### src/common/adc_port_map.svh
// Register offsets, field positions, reset values and sequence counts
// of the serial conversion port. Included by the package and the RTL.
`ifndef ADC_PORT_MAP_SVH
`define ADC_PORT_MAP_SVH

// Wishbone byte offsets
`define ADR_CTRL 4'h0
`define ADR_DATA 4'h4
`define ADR_STAT 4'h8

// Control fields and reset value
`define CTRL_MUX_BIT 0
`define CTRL_RST 1'b1

// Status fields
`define STAT_PD_BIT 0
`define STAT_SEL_LSB 1
`define STAT_EMPTY_BIT 3
`define STAT_FULL_BIT 4
`define STAT_UNDER_BIT 5
`define STAT_CNT_LSB 8

// Sequence counts
`define RESULT_W 10
`define CFG_BITS 3
`define FALLS_MUX 2'h1
`define FALLS_FIXED 2'h2
`define FIFO_DEPTH 16

`endif

### src/common/adc_port_pkg.sv
// Types shared by the serial conversion port.
// Assumes adc_port_map.svh is on the include path.
`include "adc_port_map.svh"

package adc_port_pkg;

  typedef enum logic [2:0] {
    ST_OFF,
    ST_HUNT,
    ST_CFG,
    ST_WAIT_EN,
    ST_NULL,
    ST_DATA,
    ST_DONE
  } port_state_t;

endpackage

### src/rtl/adc_serial_port.sv
// Serial control and result port of a 10-bit sampling converter.
// Assumes the host drives chip select and serial clock far slower than
// clk_i (at least four clk_i periods per serial clock half period).
`timescale 1ns/1ps
`include "adc_port_map.svh"

module adc_serial_port
  import adc_port_pkg::*;
#(
  parameter int RESULT_W = `RESULT_W,
  parameter int FIFO_DEPTH = `FIFO_DEPTH
) (
  input wire logic clk_i,
  input wire logic rst_i,
  // Wishbone slave
  input wire logic cyc_i,
  input wire logic stb_i,
  input wire logic we_i,
  input wire logic [3:0] adr_i,
  input wire logic [3:0] sel_i,
  input wire logic [31:0] dat_i,
  output logic [31:0] dat_o,
  output logic ack_o,
  // Serial pins
  input wire logic chip_select_n_i,
  input wire logic sclk_i,
  input wire logic serial_config_in_i,
  output logic serial_result_out_o,
  output logic serial_result_oe_o,
  // Converter side
  output logic power_down_o,
  output logic [1:0] chan_sel_o,
  output logic conv_start_o
);

  if (RESULT_W < 2 || RESULT_W > 16) begin : g_bad_width
    $error("adc_serial_port: bad RESULT_W");
  end

  ////////////////////////////////////////////////////////////////////////
  // Pin synchronisers and serial clock edges

  logic [2:0] pins_s;
  logic cs_s;
  logic sclk_s;
  logic din_s;
  logic sclk_d_r;
  logic rise;
  logic fall;

  pin_sync #(
    .WIDTH(3),
    .RST_VAL(3'h1)
  ) u_sync (
    .clk_i(clk_i),
    .rst_i(rst_i),
    .pin_i({serial_config_in_i, sclk_i, chip_select_n_i}),
    .sync_o(pins_s)
  );

  assign cs_s = pins_s[0];
  assign sclk_s = pins_s[1];
  assign din_s = pins_s[2];

  always_ff @(posedge clk_i) begin
    if (rst_i) sclk_d_r <= 1'b0;
    else sclk_d_r <= sclk_s;
  end

  // Edges only count while selected
  assign rise = sclk_s && !sclk_d_r && !cs_s;
  assign fall = !sclk_s && sclk_d_r && !cs_s;

  ////////////////////////////////////////////////////////////////////////
  // Wishbone slave and result FIFO

  logic mux_en_r;
  logic under_r;
  logic [7:0] conv_cnt_r;
  logic req;
  logic push_req;
  logic fifo_in_ready;
  logic fifo_out_valid;
  logic [RESULT_W-1:0] fifo_out_data;
  logic pop;
  logic ack_ok;
  logic wr_go;

  function automatic logic hit(input logic [3:0] adr, input logic [3:0] off);
    hit = (adr == off);
  endfunction

  assign req = cyc_i && stb_i && !ack_o;
  // Writes commit at the edge where the master samples ack
  assign wr_go = cyc_i && stb_i && ack_o && we_i && sel_i[0];
  assign push_req = req && we_i && hit(adr_i, `ADR_DATA) && sel_i[0];
  // Push holds off ack while the FIFO is full
  assign ack_ok = !push_req || fifo_in_ready;

  sample_fifo #(
    .WIDTH(RESULT_W),
    .DEPTH(FIFO_DEPTH)
  ) u_fifo (
    .clk_i(clk_i),
    .rst_i(rst_i),
    .in_data_i(dat_i[RESULT_W-1:0]),
    .in_valid_i(wr_go && hit(adr_i, `ADR_DATA)),
    .in_ready_o(fifo_in_ready),
    .out_data_o(fifo_out_data),
    .out_valid_o(fifo_out_valid),
    .out_ready_i(pop)
  );

  always_ff @(posedge clk_i) begin
    if (rst_i) ack_o <= 1'b0;
    else ack_o <= req && ack_ok;
  end

  always_ff @(posedge clk_i) begin
    if (rst_i) begin
      dat_o <= 32'h00000000;
    end else if (req && ack_ok) begin
      dat_o <= 32'h00000000;
      if (!we_i && hit(adr_i, `ADR_CTRL)) dat_o[`CTRL_MUX_BIT] <= mux_en_r;
      if (!we_i && hit(adr_i, `ADR_STAT)) begin
        dat_o[`STAT_PD_BIT] <= power_down_o;
        dat_o[`STAT_SEL_LSB +: 2] <= chan_sel_o;
        dat_o[`STAT_EMPTY_BIT] <= !fifo_out_valid;
        dat_o[`STAT_FULL_BIT] <= !fifo_in_ready;
        dat_o[`STAT_UNDER_BIT] <= under_r;
        dat_o[`STAT_CNT_LSB +: 8] <= conv_cnt_r;
      end
    end
  end

  always_ff @(posedge clk_i) begin
    if (rst_i) mux_en_r <= `CTRL_RST;
    else if (wr_go && hit(adr_i, `ADR_CTRL))
      mux_en_r <= dat_i[`CTRL_MUX_BIT];
  end

  // Underrun is sticky; a new underrun wins over a write-one clear
  always_ff @(posedge clk_i) begin
    if (rst_i) under_r <= 1'b0;
    else if (pop && !fifo_out_valid) under_r <= 1'b1;
    else if (wr_go && hit(adr_i, `ADR_STAT) && dat_i[`STAT_UNDER_BIT])
      under_r <= 1'b0;
  end

  ////////////////////////////////////////////////////////////////////////
  // Serial sequencer

  port_state_t state_r;
  logic [1:0] cfg_cnt_r;
  logic [1:0] falls_r;
  logic [3:0] bit_cnt_r;
  logic [RESULT_W-1:0] shift_r;

  // Start conversion: mux mode after the last config bit, fixed at select
  assign pop = conv_start_o;

  always_ff @(posedge clk_i) begin
    if (rst_i) begin
      state_r <= ST_OFF;
      cfg_cnt_r <= 2'h0;
      falls_r <= 2'h0;
      bit_cnt_r <= 4'h0;
    end else if (cs_s) begin
      state_r <= ST_OFF;
    end else begin
      case (state_r)
        ST_OFF: begin
          // Falling select seen: begin the exchange
          if (mux_en_r) state_r <= ST_HUNT;
          else begin
            state_r <= ST_WAIT_EN;
            falls_r <= `FALLS_FIXED;
          end
        end
        ST_HUNT: begin
          if (rise && din_s) begin
            state_r <= ST_CFG;
            cfg_cnt_r <= 2'h0;
          end
        end
        ST_CFG: begin
          if (rise) begin
            cfg_cnt_r <= cfg_cnt_r + 2'h1;
            if (cfg_cnt_r == 2'(`CFG_BITS - 1)) begin
              state_r <= ST_WAIT_EN;
              falls_r <= `FALLS_MUX;
            end
          end
        end
        ST_WAIT_EN: begin
          if (fall) begin
            falls_r <= falls_r - 2'h1;
            if (falls_r == 2'h1) state_r <= ST_NULL;
          end
        end
        ST_NULL: begin
          if (rise) begin
            state_r <= ST_DATA;
            bit_cnt_r <= 4'h0;
          end
        end
        ST_DATA: begin
          if (rise) begin
            bit_cnt_r <= bit_cnt_r + 4'h1;
            if (bit_cnt_r == 4'(RESULT_W - 1)) state_r <= ST_DONE;
          end
        end
        ST_DONE: state_r <= ST_DONE;
        default: state_r <= ST_OFF;
      endcase
    end
  end

  // Input selection; the dummy bit is dropped
  always_ff @(posedge clk_i) begin
    if (rst_i) chan_sel_o <= 2'h0;
    else if (!cs_s && state_r == ST_CFG && rise) begin
      if (cfg_cnt_r == 2'h0) chan_sel_o[1] <= din_s;
      if (cfg_cnt_r == 2'h1) chan_sel_o[0] <= din_s;
    end
  end

  always_ff @(posedge clk_i) begin
    if (rst_i) conv_start_o <= 1'b0;
    else conv_start_o <= !cs_s && ((state_r == ST_OFF && !mux_en_r)
                         || (state_r == ST_CFG && rise && cfg_cnt_r == 2'(`CFG_BITS - 1)));
  end

  always_ff @(posedge clk_i) begin
    if (rst_i) conv_cnt_r <= 8'h00;
    else if (conv_start_o) conv_cnt_r <= conv_cnt_r + 8'h01;
  end

  // FIFO head loads at the start pulse; empty FIFO gives zero
  always_ff @(posedge clk_i) begin
    if (rst_i) shift_r <= '0;
    else if (conv_start_o) shift_r <= fifo_out_valid ? fifo_out_data : '0;
    else if (state_r == ST_DATA && rise && !cs_s) shift_r <= {shift_r[RESULT_W-2:0], 1'b0};
  end

  ////////////////////////////////////////////////////////////////////////
  // Output pin driver

  always_ff @(posedge clk_i) begin
    if (rst_i) begin
      serial_result_oe_o <= 1'b0;
      serial_result_out_o <= 1'b0;
    end else if (cs_s) begin
      serial_result_oe_o <= 1'b0;
      serial_result_out_o <= 1'b0;
    end else begin
      case (state_r)
        ST_WAIT_EN: begin
          if (fall && falls_r == 2'h1) begin
            serial_result_oe_o <= 1'b1;
            serial_result_out_o <= 1'b0;
          end
        end
        ST_NULL: if (rise) serial_result_out_o <= 1'b0;
        ST_DATA: if (rise) serial_result_out_o <= shift_r[RESULT_W-1];
        ST_DONE: if (rise) serial_result_out_o <= 1'b0;
        default: serial_result_oe_o <= 1'b0;
      endcase
    end
  end

  always_ff @(posedge clk_i) begin
    if (rst_i) power_down_o <= 1'b1;
    else power_down_o <= cs_s;
  end
endmodule

### src/rtl/pin_sync.sv
// Two-flop synchronisers for asynchronous pin inputs.
// Assumes one clock and a synchronous active-high reset.
`timescale 1ns/1ps

module pin_sync #(
  parameter int WIDTH = 3,
  parameter logic [WIDTH-1:0] RST_VAL = '0
) (
  input wire logic clk_i,
  input wire logic rst_i,
  input wire logic [WIDTH-1:0] pin_i,
  output logic [WIDTH-1:0] sync_o
);

  if (WIDTH < 1) begin : g_bad_width
    $error("pin_sync: WIDTH must be positive");
  end

  genvar g;
  generate
    for (g = 0; g < WIDTH; g++) begin : g_bit
      logic meta_r;
      always_ff @(posedge clk_i) begin
        if (rst_i) begin
          meta_r <= RST_VAL[g];
          sync_o[g] <= RST_VAL[g];
        end else begin
          meta_r <= pin_i[g];
          sync_o[g] <= meta_r;
        end
      end
    end
  endgenerate

endmodule

### src/rtl/sample_fifo.sv
// Synchronous FIFO with valid/ready on both sides.
// Assumes one clock; DEPTH is a power of two.
`timescale 1ns/1ps

module sample_fifo #(
  parameter int WIDTH = 10,
  parameter int DEPTH = 16
) (
  input wire logic clk_i,
  input wire logic rst_i,
  input wire logic [WIDTH-1:0] in_data_i,
  input wire logic in_valid_i,
  output logic in_ready_o,
  output logic [WIDTH-1:0] out_data_o,
  output logic out_valid_o,
  input wire logic out_ready_i
);

  localparam int AW = $clog2(DEPTH);

  if (DEPTH < 2 || (DEPTH & (DEPTH - 1)) != 0) begin : g_bad_depth
    $error("sample_fifo: bad DEPTH");
  end
  if (WIDTH < 1) begin : g_bad_width
    $error("sample_fifo: bad WIDTH");
  end

  logic [WIDTH-1:0] mem [DEPTH];
  logic [AW-1:0] wr_ptr_r;
  logic [AW-1:0] rd_ptr_r;
  logic [AW:0] count_r;
  logic push;
  logic pop;

  assign in_ready_o = (count_r != (AW+1)'(DEPTH));
  assign out_valid_o = (count_r != '0);
  assign out_data_o = mem[rd_ptr_r];
  assign push = in_valid_i && in_ready_o;
  assign pop = out_valid_o && out_ready_i;

  always_ff @(posedge clk_i) begin
    if (push) mem[wr_ptr_r] <= in_data_i;
  end

  always_ff @(posedge clk_i) begin
    if (rst_i) begin
      wr_ptr_r <= '0;
      rd_ptr_r <= '0;
      count_r <= '0;
    end else begin
      if (push) wr_ptr_r <= wr_ptr_r + 1'b1;
      if (pop) rd_ptr_r <= rd_ptr_r + 1'b1;
      if (push && !pop) count_r <= count_r + 1'b1;
      else if (pop && !push) count_r <= count_r - 1'b1;
    end
  end

endmodule

### config.mk
export PLATFORM = sky130hd
export DESIGN_NAME = adc_serial_port
export DESIGN_NICKNAME = d
export VERILOG_FILES = /design/src/common/adc_port_pkg.sv /design/src/rtl/adc_serial_port.sv /design/src/rtl/pin_sync.sv /design/src/rtl/sample_fifo.sv
export VERILOG_INCLUDE_DIRS = /design/src /design/src/common
export SDC_FILE = /design/constraint.sdc
export NUM_CORES = 1
export LEC_CHECK = 0
export ABC_AREA = 1
export BUFFER_PORTS_ARGS = -buffer_cell sky130_fd_sc_hd__buf_2
export CAP_MARGIN = 15
export CORE_ASPECT_RATIO = 2
export CORE_MARGIN = 3
export CORE_UTILIZATION = 45
export CTS_CLUSTER_SIZE = 40
export DETAILED_ROUTE_END_ITERATION = 16
export PLACE_DENSITY = 0.65
export SYNTH_ARGS = -nofsm -noshare
export SYNTH_HDL_FRONTEND = slang
export SYNTH_SLANG_ARGS = --single-unit
export TNS_END_PERCENT = 20
### constraint.sdc
create_clock -name clk_i -period 3.5 [get_ports clk_i]
set_input_delay 0.35 -clock clk_i [delete_from_list [all_inputs] [get_ports clk_i]]
set_output_delay 0.35 -clock clk_i [all_outputs]
set_load 0.02 [all_outputs]
==> results of run 1 <==
## critical path, cell delays in order, from the launching register on
cell and delay, ps:
dfxtp_1 340, nor2_1 180, nand4_1 180, nand3_2 180
clkinv_2 140, ha_1 250, inv_1 120, ha_1 290
inv_1 70, o21ai_0 80, a21oi_1 180, xor2_1 160
nand2_1 70, a21oi_1 110
## cell type report
cell class | count | area [µm²] | area share, %
Clock inverter | 15 | 156 | 1.34
Sequential cell | 236 | 6330 | 54.3
Inverter | 176 | 664 | 5.70
Timing Repair Buffer | 68 | 415 | 3.56
Tap cell | 280 | 350 | 3.00
Multi-Input combinational cell | 684 | 3220 | 27.6
Clock buffer | 21 | 526 | 4.51
## worst max-delay path by stage
| stage | startpoint | to | cells past startpoint |
|---|---|---|---|
| floorplan | adr_i[1] | u_fifo.count_r[4]$_SDFFE_PP0P_ | 13 |
| CTS | u_fifo.count_r[0]$_SDFFE_PP0P_ | u_fifo.count_r[4]$_SDFFE_PP0P_ | 13 |
| finish | u_fifo.count_r[0]$_SDFFE_PP0P_ | u_fifo.count_r[4]$_SDFFE_PP0P_ | 13 |
| detailed placement | adr_i[1] | u_fifo.count_r[4]$_SDFFE_PP0P_ | 14 |
| global placement | adr_i[1] | u_fifo.count_r[4]$_SDFFE_PP0P_ | 14 |
| global route | u_fifo.count_r[0]$_SDFFE_PP0P_ | u_fifo.count_r[4]$_SDFFE_PP0P_ | 13 |
## through the flow
step                      cell area [µm²]  hold WS [ps]
final                               11700          28.4
after detailed placement            11000           397
after global routing                11700          24.2
after floorplan                     10600           388
after CTS                           11700          10.8
after global placement              11000           395
## state kept, by name, summed over array words and instances (netlist names), 2 cells and up, named ones only
signal	cells
bit_cnt_r	4
conv_cnt_r	8
state_r	3
u_sync.sync_o	3
chan_sel_o	2
u_fifo.count_r	5
u_fifo.rd_ptr_r	4
cfg_cnt_r	2
u_fifo.wr_ptr_r	4
u_sync.g_bit.meta_r	3
falls_r	2
u_fifo.mem	160
shift_r	10
dat_o	14
## kinds of logic (layout without fill, tap and decap cells)
logic type | count (synthesis) | after routing | share of synthesized area, %
adder cells (fa/ha/maj) | 17 | 17 | 2.10
XOR/XNOR | 8 | 8 | 0.667
other | 1 | 18 | 0.0357
buffers and inverters | 238 | 280 | 9.72
AO/OA/AOI/OAI | 95 | 95 | 4.69
flip-flops | 236 | 236 | 60.2
AND/OR/NAND/NOR | 546 | 546 | 22.6
## metal layers
layer / track usage [%] / up-vias / part of all wire [%]
met4: 7.21 / 0 / 3.3
met1: 19.6 / 3503 / 36
li1: - / 3736 / -
met5: 0 / - / 0
met2: 36.7 / 174 / 57
met3: 1.75 / 50 / 3.7
## placed cells by master (no fill, tap or decap), drive strengths merged
master    netlist  final
nand3b          2      2
or2             4      4
nor3b           1      1
a21oi          43     43
xor2            6      6
inv           174    175
buf            54     68
clkinv          2     10
nor3           10     10
fa              1      1
edfxtp        160    160
conb            1     18
dfxtp          76     76
nand2         305    305
ha             16     16
nand3         154    154
o22ai           1      1
nor2           64     64
a2bb2oi         1      1
bufinv          0      3
o211ai          1      1
nor4            2      2
clkbuf          8     21
clkinvlp        0      3
o21ai          48     48
and3            1      1
xnor2           2      2
nand4           3      3
a211oi          1      1
## where the power goes
| part | internal, mW | leakage, nW | switching [mW] | total (mW) |
|---|---|---|---|---|
| clock network | 1.32 | 0.326 | 0.999 | 2.32 |
| registers | 2.97 | 2.05 | 0.00382 | 2.98 |
| logic | 0.0217 | 2.58 | 0.0877 | 0.109 |
| total | 4.32 | 4.95 | 1.09 | 5.41 |
==> impl_metrics.csv, run 1 <==
group,metric,value,unit
run_status,status,"completed",
cells_and_area,area_growth,11.0,%
global_route,grt_pass1_wl,37300,µm
detailed_routing,drc,0,
critical_path,ff2ff_setup_slack,1080,ps
pwr,power.leakage,4.95,nW
timing,fin_ws,1080,ps
timing,skew,7.54,ps
yosys,synth_top_area_share,45.7,%
timing,setup_violations,0,
die,core,22800,µm²
cells_and_area,fill_cells,2127,
critical_path,regToRegEndpoint,"u_fifo.count_r[4]$_SDFFE_PP0P_",
critical_path,reg2reg_depth,13,
cts,cts_made_buffers,20,
global_route,grt_pass1_vias,7271,
die,rows,78,
critical_path,cp-start-kind,"register",
job,maxCapViolCount,0,
yosys,synth-seq-area-share,60.2,%
global_route,grt-ovfl-total,0,
cells_and_area,diodes,0,
detailed_routing,wl_per_cell,15.9,µm
die,die-width,114,µm
cts,cts_tree,"done",
yosys,ys_warn_count,0,
hold_path,hold_class,"input port to register",
yosys,synthTopCellsByArea,"edfxtp_1 46%, dfxtp_1 14%, nand2_1 11%, nand3_1 7.2%, inv_1 5.9%",
cts,htree_levels,1,
cts,cts_setup_buffers,0,
yosys,synth_edf_count,160,
timing,layout_min_cycle_time,2420,ps
detailed_routing,dr_total_vias,7463,
yosys,syn_area_per_cell,9.21,µm²
placed_design,post-place-ws,914,ps
cells_and_area,num-nets-final,1251,
placed_design,dpl.hpwl,16100,µm
timing,rsz0062_at_grt,"no",
global_route,grt_usage,18.6,%
global_route,grt_max_degree,81,
cells_and_area,layout.cells.non_filler,1480,
yosys,yosysTopAreaCell,"edfxtp_1",
die,io_pins,87,
cts,insertion_delay,500,ps
timing,worst_pin_slew,852,ps
hold_path,min_from,"chip_select_n_i",
timing,tns,0,ps
critical_path,cp.arrival,2840,ps
yosys,synth_most_common_cell,"nand2_1",
detailed_routing,dr.pass1.iters,5,
pwr,vdd_drop_max,454,µV
placed_design,globalplace.congestion,0.909,
die,start_util,46.0,%
detailed_routing,drtIter0Drc,231,
yosys,synth_common_cells,"299 x nand2_1, 166 x inv_1, 160 x edfxtp_1, 151 x nand3_1, 76 x dfxtp_1",
detailed_routing,antenna_left,0,
pwr,power_density,464,nW/µm²
critical_path,worstReg2RegStart,"u_fifo.count_r[0]$_SDFFE_PP0P_",
detailed_routing,vias_per_cell,5.04,
cts,ctsHoldBuffers,0,
critical_path,critical_path_class,"register to register",
yosys,synth_cell_types,42,
critical_path,worstPathRequired,3930,ps
timing,timing.fmax,413,MHz
cts,clockBufferDepth,3,
yosys,synthArstFlopShare,0,%
cts,cts_resized,0,
die,die_area,25300,µm²
yosys,synthCells,1141,
cts,clkTransAtPathRegs,70,ps
hold_path,holdPathEnd,"u_sync.g_bit[0].meta_r$_SDFF_PP1_",
detailed_routing,drt_wl_total,23500,µm
yosys,synth_seq_cells,236,
die,fp.dieH,222,µm
timing,relSlewSlack,43.2,%
cts,cts.sink_count,236,
global_route,antenna_found_initial,0,
timing,slew_viol_final,0,
timing,finalCritPeriodShare,69.1,%
placed_design,io_buffers,43,
cells_and_area,post-route-util,51.1,%
timing,hold_viol,0,
cells_and_area,final_layout_size_suffix_gt1_share,11.1,%
yosys,ys.flop_type,"edfxtp_1",
hold_path,hold_path_depth,2,
critical_path,cp_max_fo,7,
placed_design,placed_cells_incl_taps,1444,
pwr,fin_total_pwr,5.41,mW
critical_path,end_kind,"register",
yosys,synth_area,10500,µm²
cts,cts_root_buf,"clkbuf_16",
No activity file was read; power rests on OpenSTA's default activity.
==> run 2: changes to the inputs <==
--- a/config.mk
+++ b/config.mk
@@ -14,7 +14,7 @@
 export CORE_UTILIZATION = 45
 export CTS_CLUSTER_SIZE = 40
 export DETAILED_ROUTE_END_ITERATION = 16
-export PLACE_DENSITY = 0.65
+export PLACE_DENSITY = 0.67
 export SYNTH_ARGS = -nofsm -noshare
 export SYNTH_HDL_FRONTEND = slang
 export SYNTH_SLANG_ARGS = --single-unit
==> constraint.sdc (replaced) <==
create_clock -name clk_i -period 1.9 [get_ports clk_i]
set_input_delay 0.19 -clock clk_i [delete_from_list [all_inputs] [get_ports clk_i]]
set_output_delay 0.19 -clock clk_i [all_outputs]
set_load 0.02 [all_outputs]
==> run 2 against run 1 <==
Against the previous run: the flow now finishes with violations (negative setup slack); die area unchanged; setup slack worse by 1100 ps; via count up 1.8%; hold slack better by 8.1 ps; wire length about the same; critical endpoint unchanged; largest cell class unchanged; highest routed layer unchanged.
==> impl_metrics.csv, run 2 (synthesis results as in run 1) <==
group,metric,value,unit
die,rows,78,
cells_and_area,num-nets-final,1291,
timing,timing.fmax,520,MHz
cells_and_area,reg_top3,"u_fifo.mem (160), dat_o (14), shift_r (10)",
pwr,power_density,846,nW/µm²
cts,cts.sink_count,236,
pwr,power.leakage,5.20,nW
detailed_routing,dr.pass1.iters,5,
global_route,grt-ovfl-total,0,
critical_path,cp.arrival,2300,ps
detailed_routing,vias_per_cell,5.00,
die,io_pins,87,
timing,slew_viol_final,0,
global_route,antenna_found_initial,0,
timing,skew,21.5,ps
cells_and_area,final_common_cell,"nand2_1",
cells_and_area,fill_cells,2098,
cts,htree_levels,1,
detailed_routing,drt_wl_total,23500,µm
placed_design,dpl-instance-area,11300,µm²
die,die-width,114,µm
critical_path,worstReg2RegStart,"u_fifo.count_r[3]$_SDFFE_PP0P_",
hold_path,holdPathEnd,"mux_en_r$_SDFFE_PP1P_",
cells_and_area,layout.cells.non_filler,1520,
run_status,status,"finished with violations",
detailed_routing,dr_total_vias,7599,
placed_design,post-place-ws,-112,ps
detailed_routing,drtIter0Drc,286,
global_route,grt_max_degree,63,
hold_path,hold_class,"input port to register",
cells_and_area,final_cell_mix,"299 x nand2_1, 165 x inv_1, 160 x edfxtp_1",
cells_and_area,final_area,12100,µm²
cts,clockBufferDepth,3,
critical_path,path_common_cell,"a21oi_2",
critical_path,ff2ff_setup_slack,-20,ps
pwr,vdd_drop_max,750,µV
cts,cts_root_buf,"clkbuf_16",
job,maxCapViolCount,0,
hold_path,min_from,"adr_i[3]",
detailed_routing,antenna_left,0,
cts,cts_tree,"done",
critical_path,max_stage_delay,350,ps
timing,finalCritPeriodShare,101,%
timing,setup_violations,1,
hold_path,hold_path_depth,5,
cells_and_area,final_layout_size_suffix_gt1_share,14.6,%
cts,insertion_delay,510,ps
critical_path,cp_cell_sequence,"nor2_4, nand4_1, nand3_2, clkinv_4, ha_4, fa_2, o21ai_2, a21oi_2, xor2_1, nand2_1, a21oi_2",
detailed_routing,drc,0,
critical_path,critical_path_class,"register to register",
critical_path,cp_max_fo,3,
placed_design,dpl.hpwl,16400,µm
critical_path,regToRegEndpoint,"u_fifo.count_r[4]$_SDFFE_PP0P_",
cells_and_area,area_growth,15.4,%
die,start_util,46.0,%
timing,layout_min_cycle_time,1920,ps
timing,hold_viol,0,
global_route,grt_pass1_wl,38100,µm
critical_path,cp-start-kind,"register",
cts,clkTransAtPathRegs,70,ps
critical_path,reg2reg_depth,11,
pwr,fin_total_pwr,10.3,mW
cts,cts_made_buffers,20,
global_route,grt_pass1_vias,7629,
cells_and_area,largest_register,"u_fifo.mem",
timing,fin_ws,-22.4,ps
critical_path,worstPathRequired,2280,ps
detailed_routing,wl_per_cell,15.5,µm
critical_path,cp_slowest_cell,"fa_2",
placed_design,globalplace.congestion,0.901,
placed_design,placed_cells_incl_taps,1478,
run_status,violations,"negative setup slack",
placed_design,io_buffers,43,
cells_and_area,largest_reg_flops,160,
die,fp.dieH,222,µm
timing,rsz0062_at_grt,"yes",
die,core,22800,µm²
die,die_area,25300,µm²
global_route,grt_usage,19.1,%
critical_path,end_kind,"register",
timing,hold-worst-slack,36.5,ps
cells_and_area,diodes,0,
[run 2: repair_timing]
item | 4_1_cts | 5_1_grt
setup endpoints to repair | 3 | 4
pin swaps | 4 | 1
setup buffers | 1 | 2
hold buffers | 3 | 0
hold endpoints to repair | 3 | 0
gates resized for setup | 4 | 5
[run 2: cell type report]
class | instances | area [µm²] | area share [%]
clock inverters | 12 | 164 | 1.35
well taps | 280 | 350 | 2.89
inverters | 176 | 671 | 5.53
flip-flops and latches | 236 | 6330 | 52.2
clock buffers | 24 | 579 | 4.78
multi-input cells | 684 | 3270 | 26.9
repair buffers | 108 | 761 | 6.27
[run 2: worst max path at each step]
stage | startpoint | end | slack (ps)
detailed placement | u_fifo.count_r[0]$_SDFFE_PP0P_ | u_fifo.count_r[4]$_SDFFE_PP0P_ | -110
global placement | u_fifo.count_r[0]$_SDFFE_PP0P_ | u_fifo.count_r[4]$_SDFFE_PP0P_ | -90
finish | u_fifo.count_r[3]$_SDFFE_PP0P_ | u_fifo.count_r[4]$_SDFFE_PP0P_ | -20
global route | u_fifo.count_r[3]$_SDFFE_PP0P_ | u_fifo.count_r[4]$_SDFFE_PP0P_ | -140
CTS | u_fifo.count_r[3]$_SDFFE_PP0P_ | u_fifo.count_r[4]$_SDFFE_PP0P_ | -40
floorplan | ack_o$_SDFF_PP0_ | u_fifo.count_r[4]$_SDFFE_PP0P_ | -10
[run 2: through the flow]
stage	util [%]	setup TNS, ps
after floorplan	-	-14.2
after detailed placement	49.5	-426
final	53.1	-22.4
after CTS	53.0	-37.3
after global placement	49.5	-354
after global routing	53.1	-193
[run 2: routing by layer]
metal / global-route usage, % / routed length (µm)
met2: 37.1 / 13300
met1: 19.3 / 8280
met4: 9.70 / 1020
met3: 2.21 / 947
met5: 0 / 0
[run 2: worst max-delay path: cells and delay by family (launching register included)]
family	cells	cell delay [ps]
AOI/OAI and AO/OA	3	250
buffers and inverters	1	60
adders and majority gates	2	520
DFF	1	330
xor gates and xnor gates	1	160
and+or+nand+nor	4	470
[run 2: power by group]
part	switching [mW]	total, mW	internal [mW]
clock	1.83	4.56	2.73
sequential	0.00665	5.49	5.48
combinational	0.167	0.220	0.0535
total	2.00	10.3	8.26
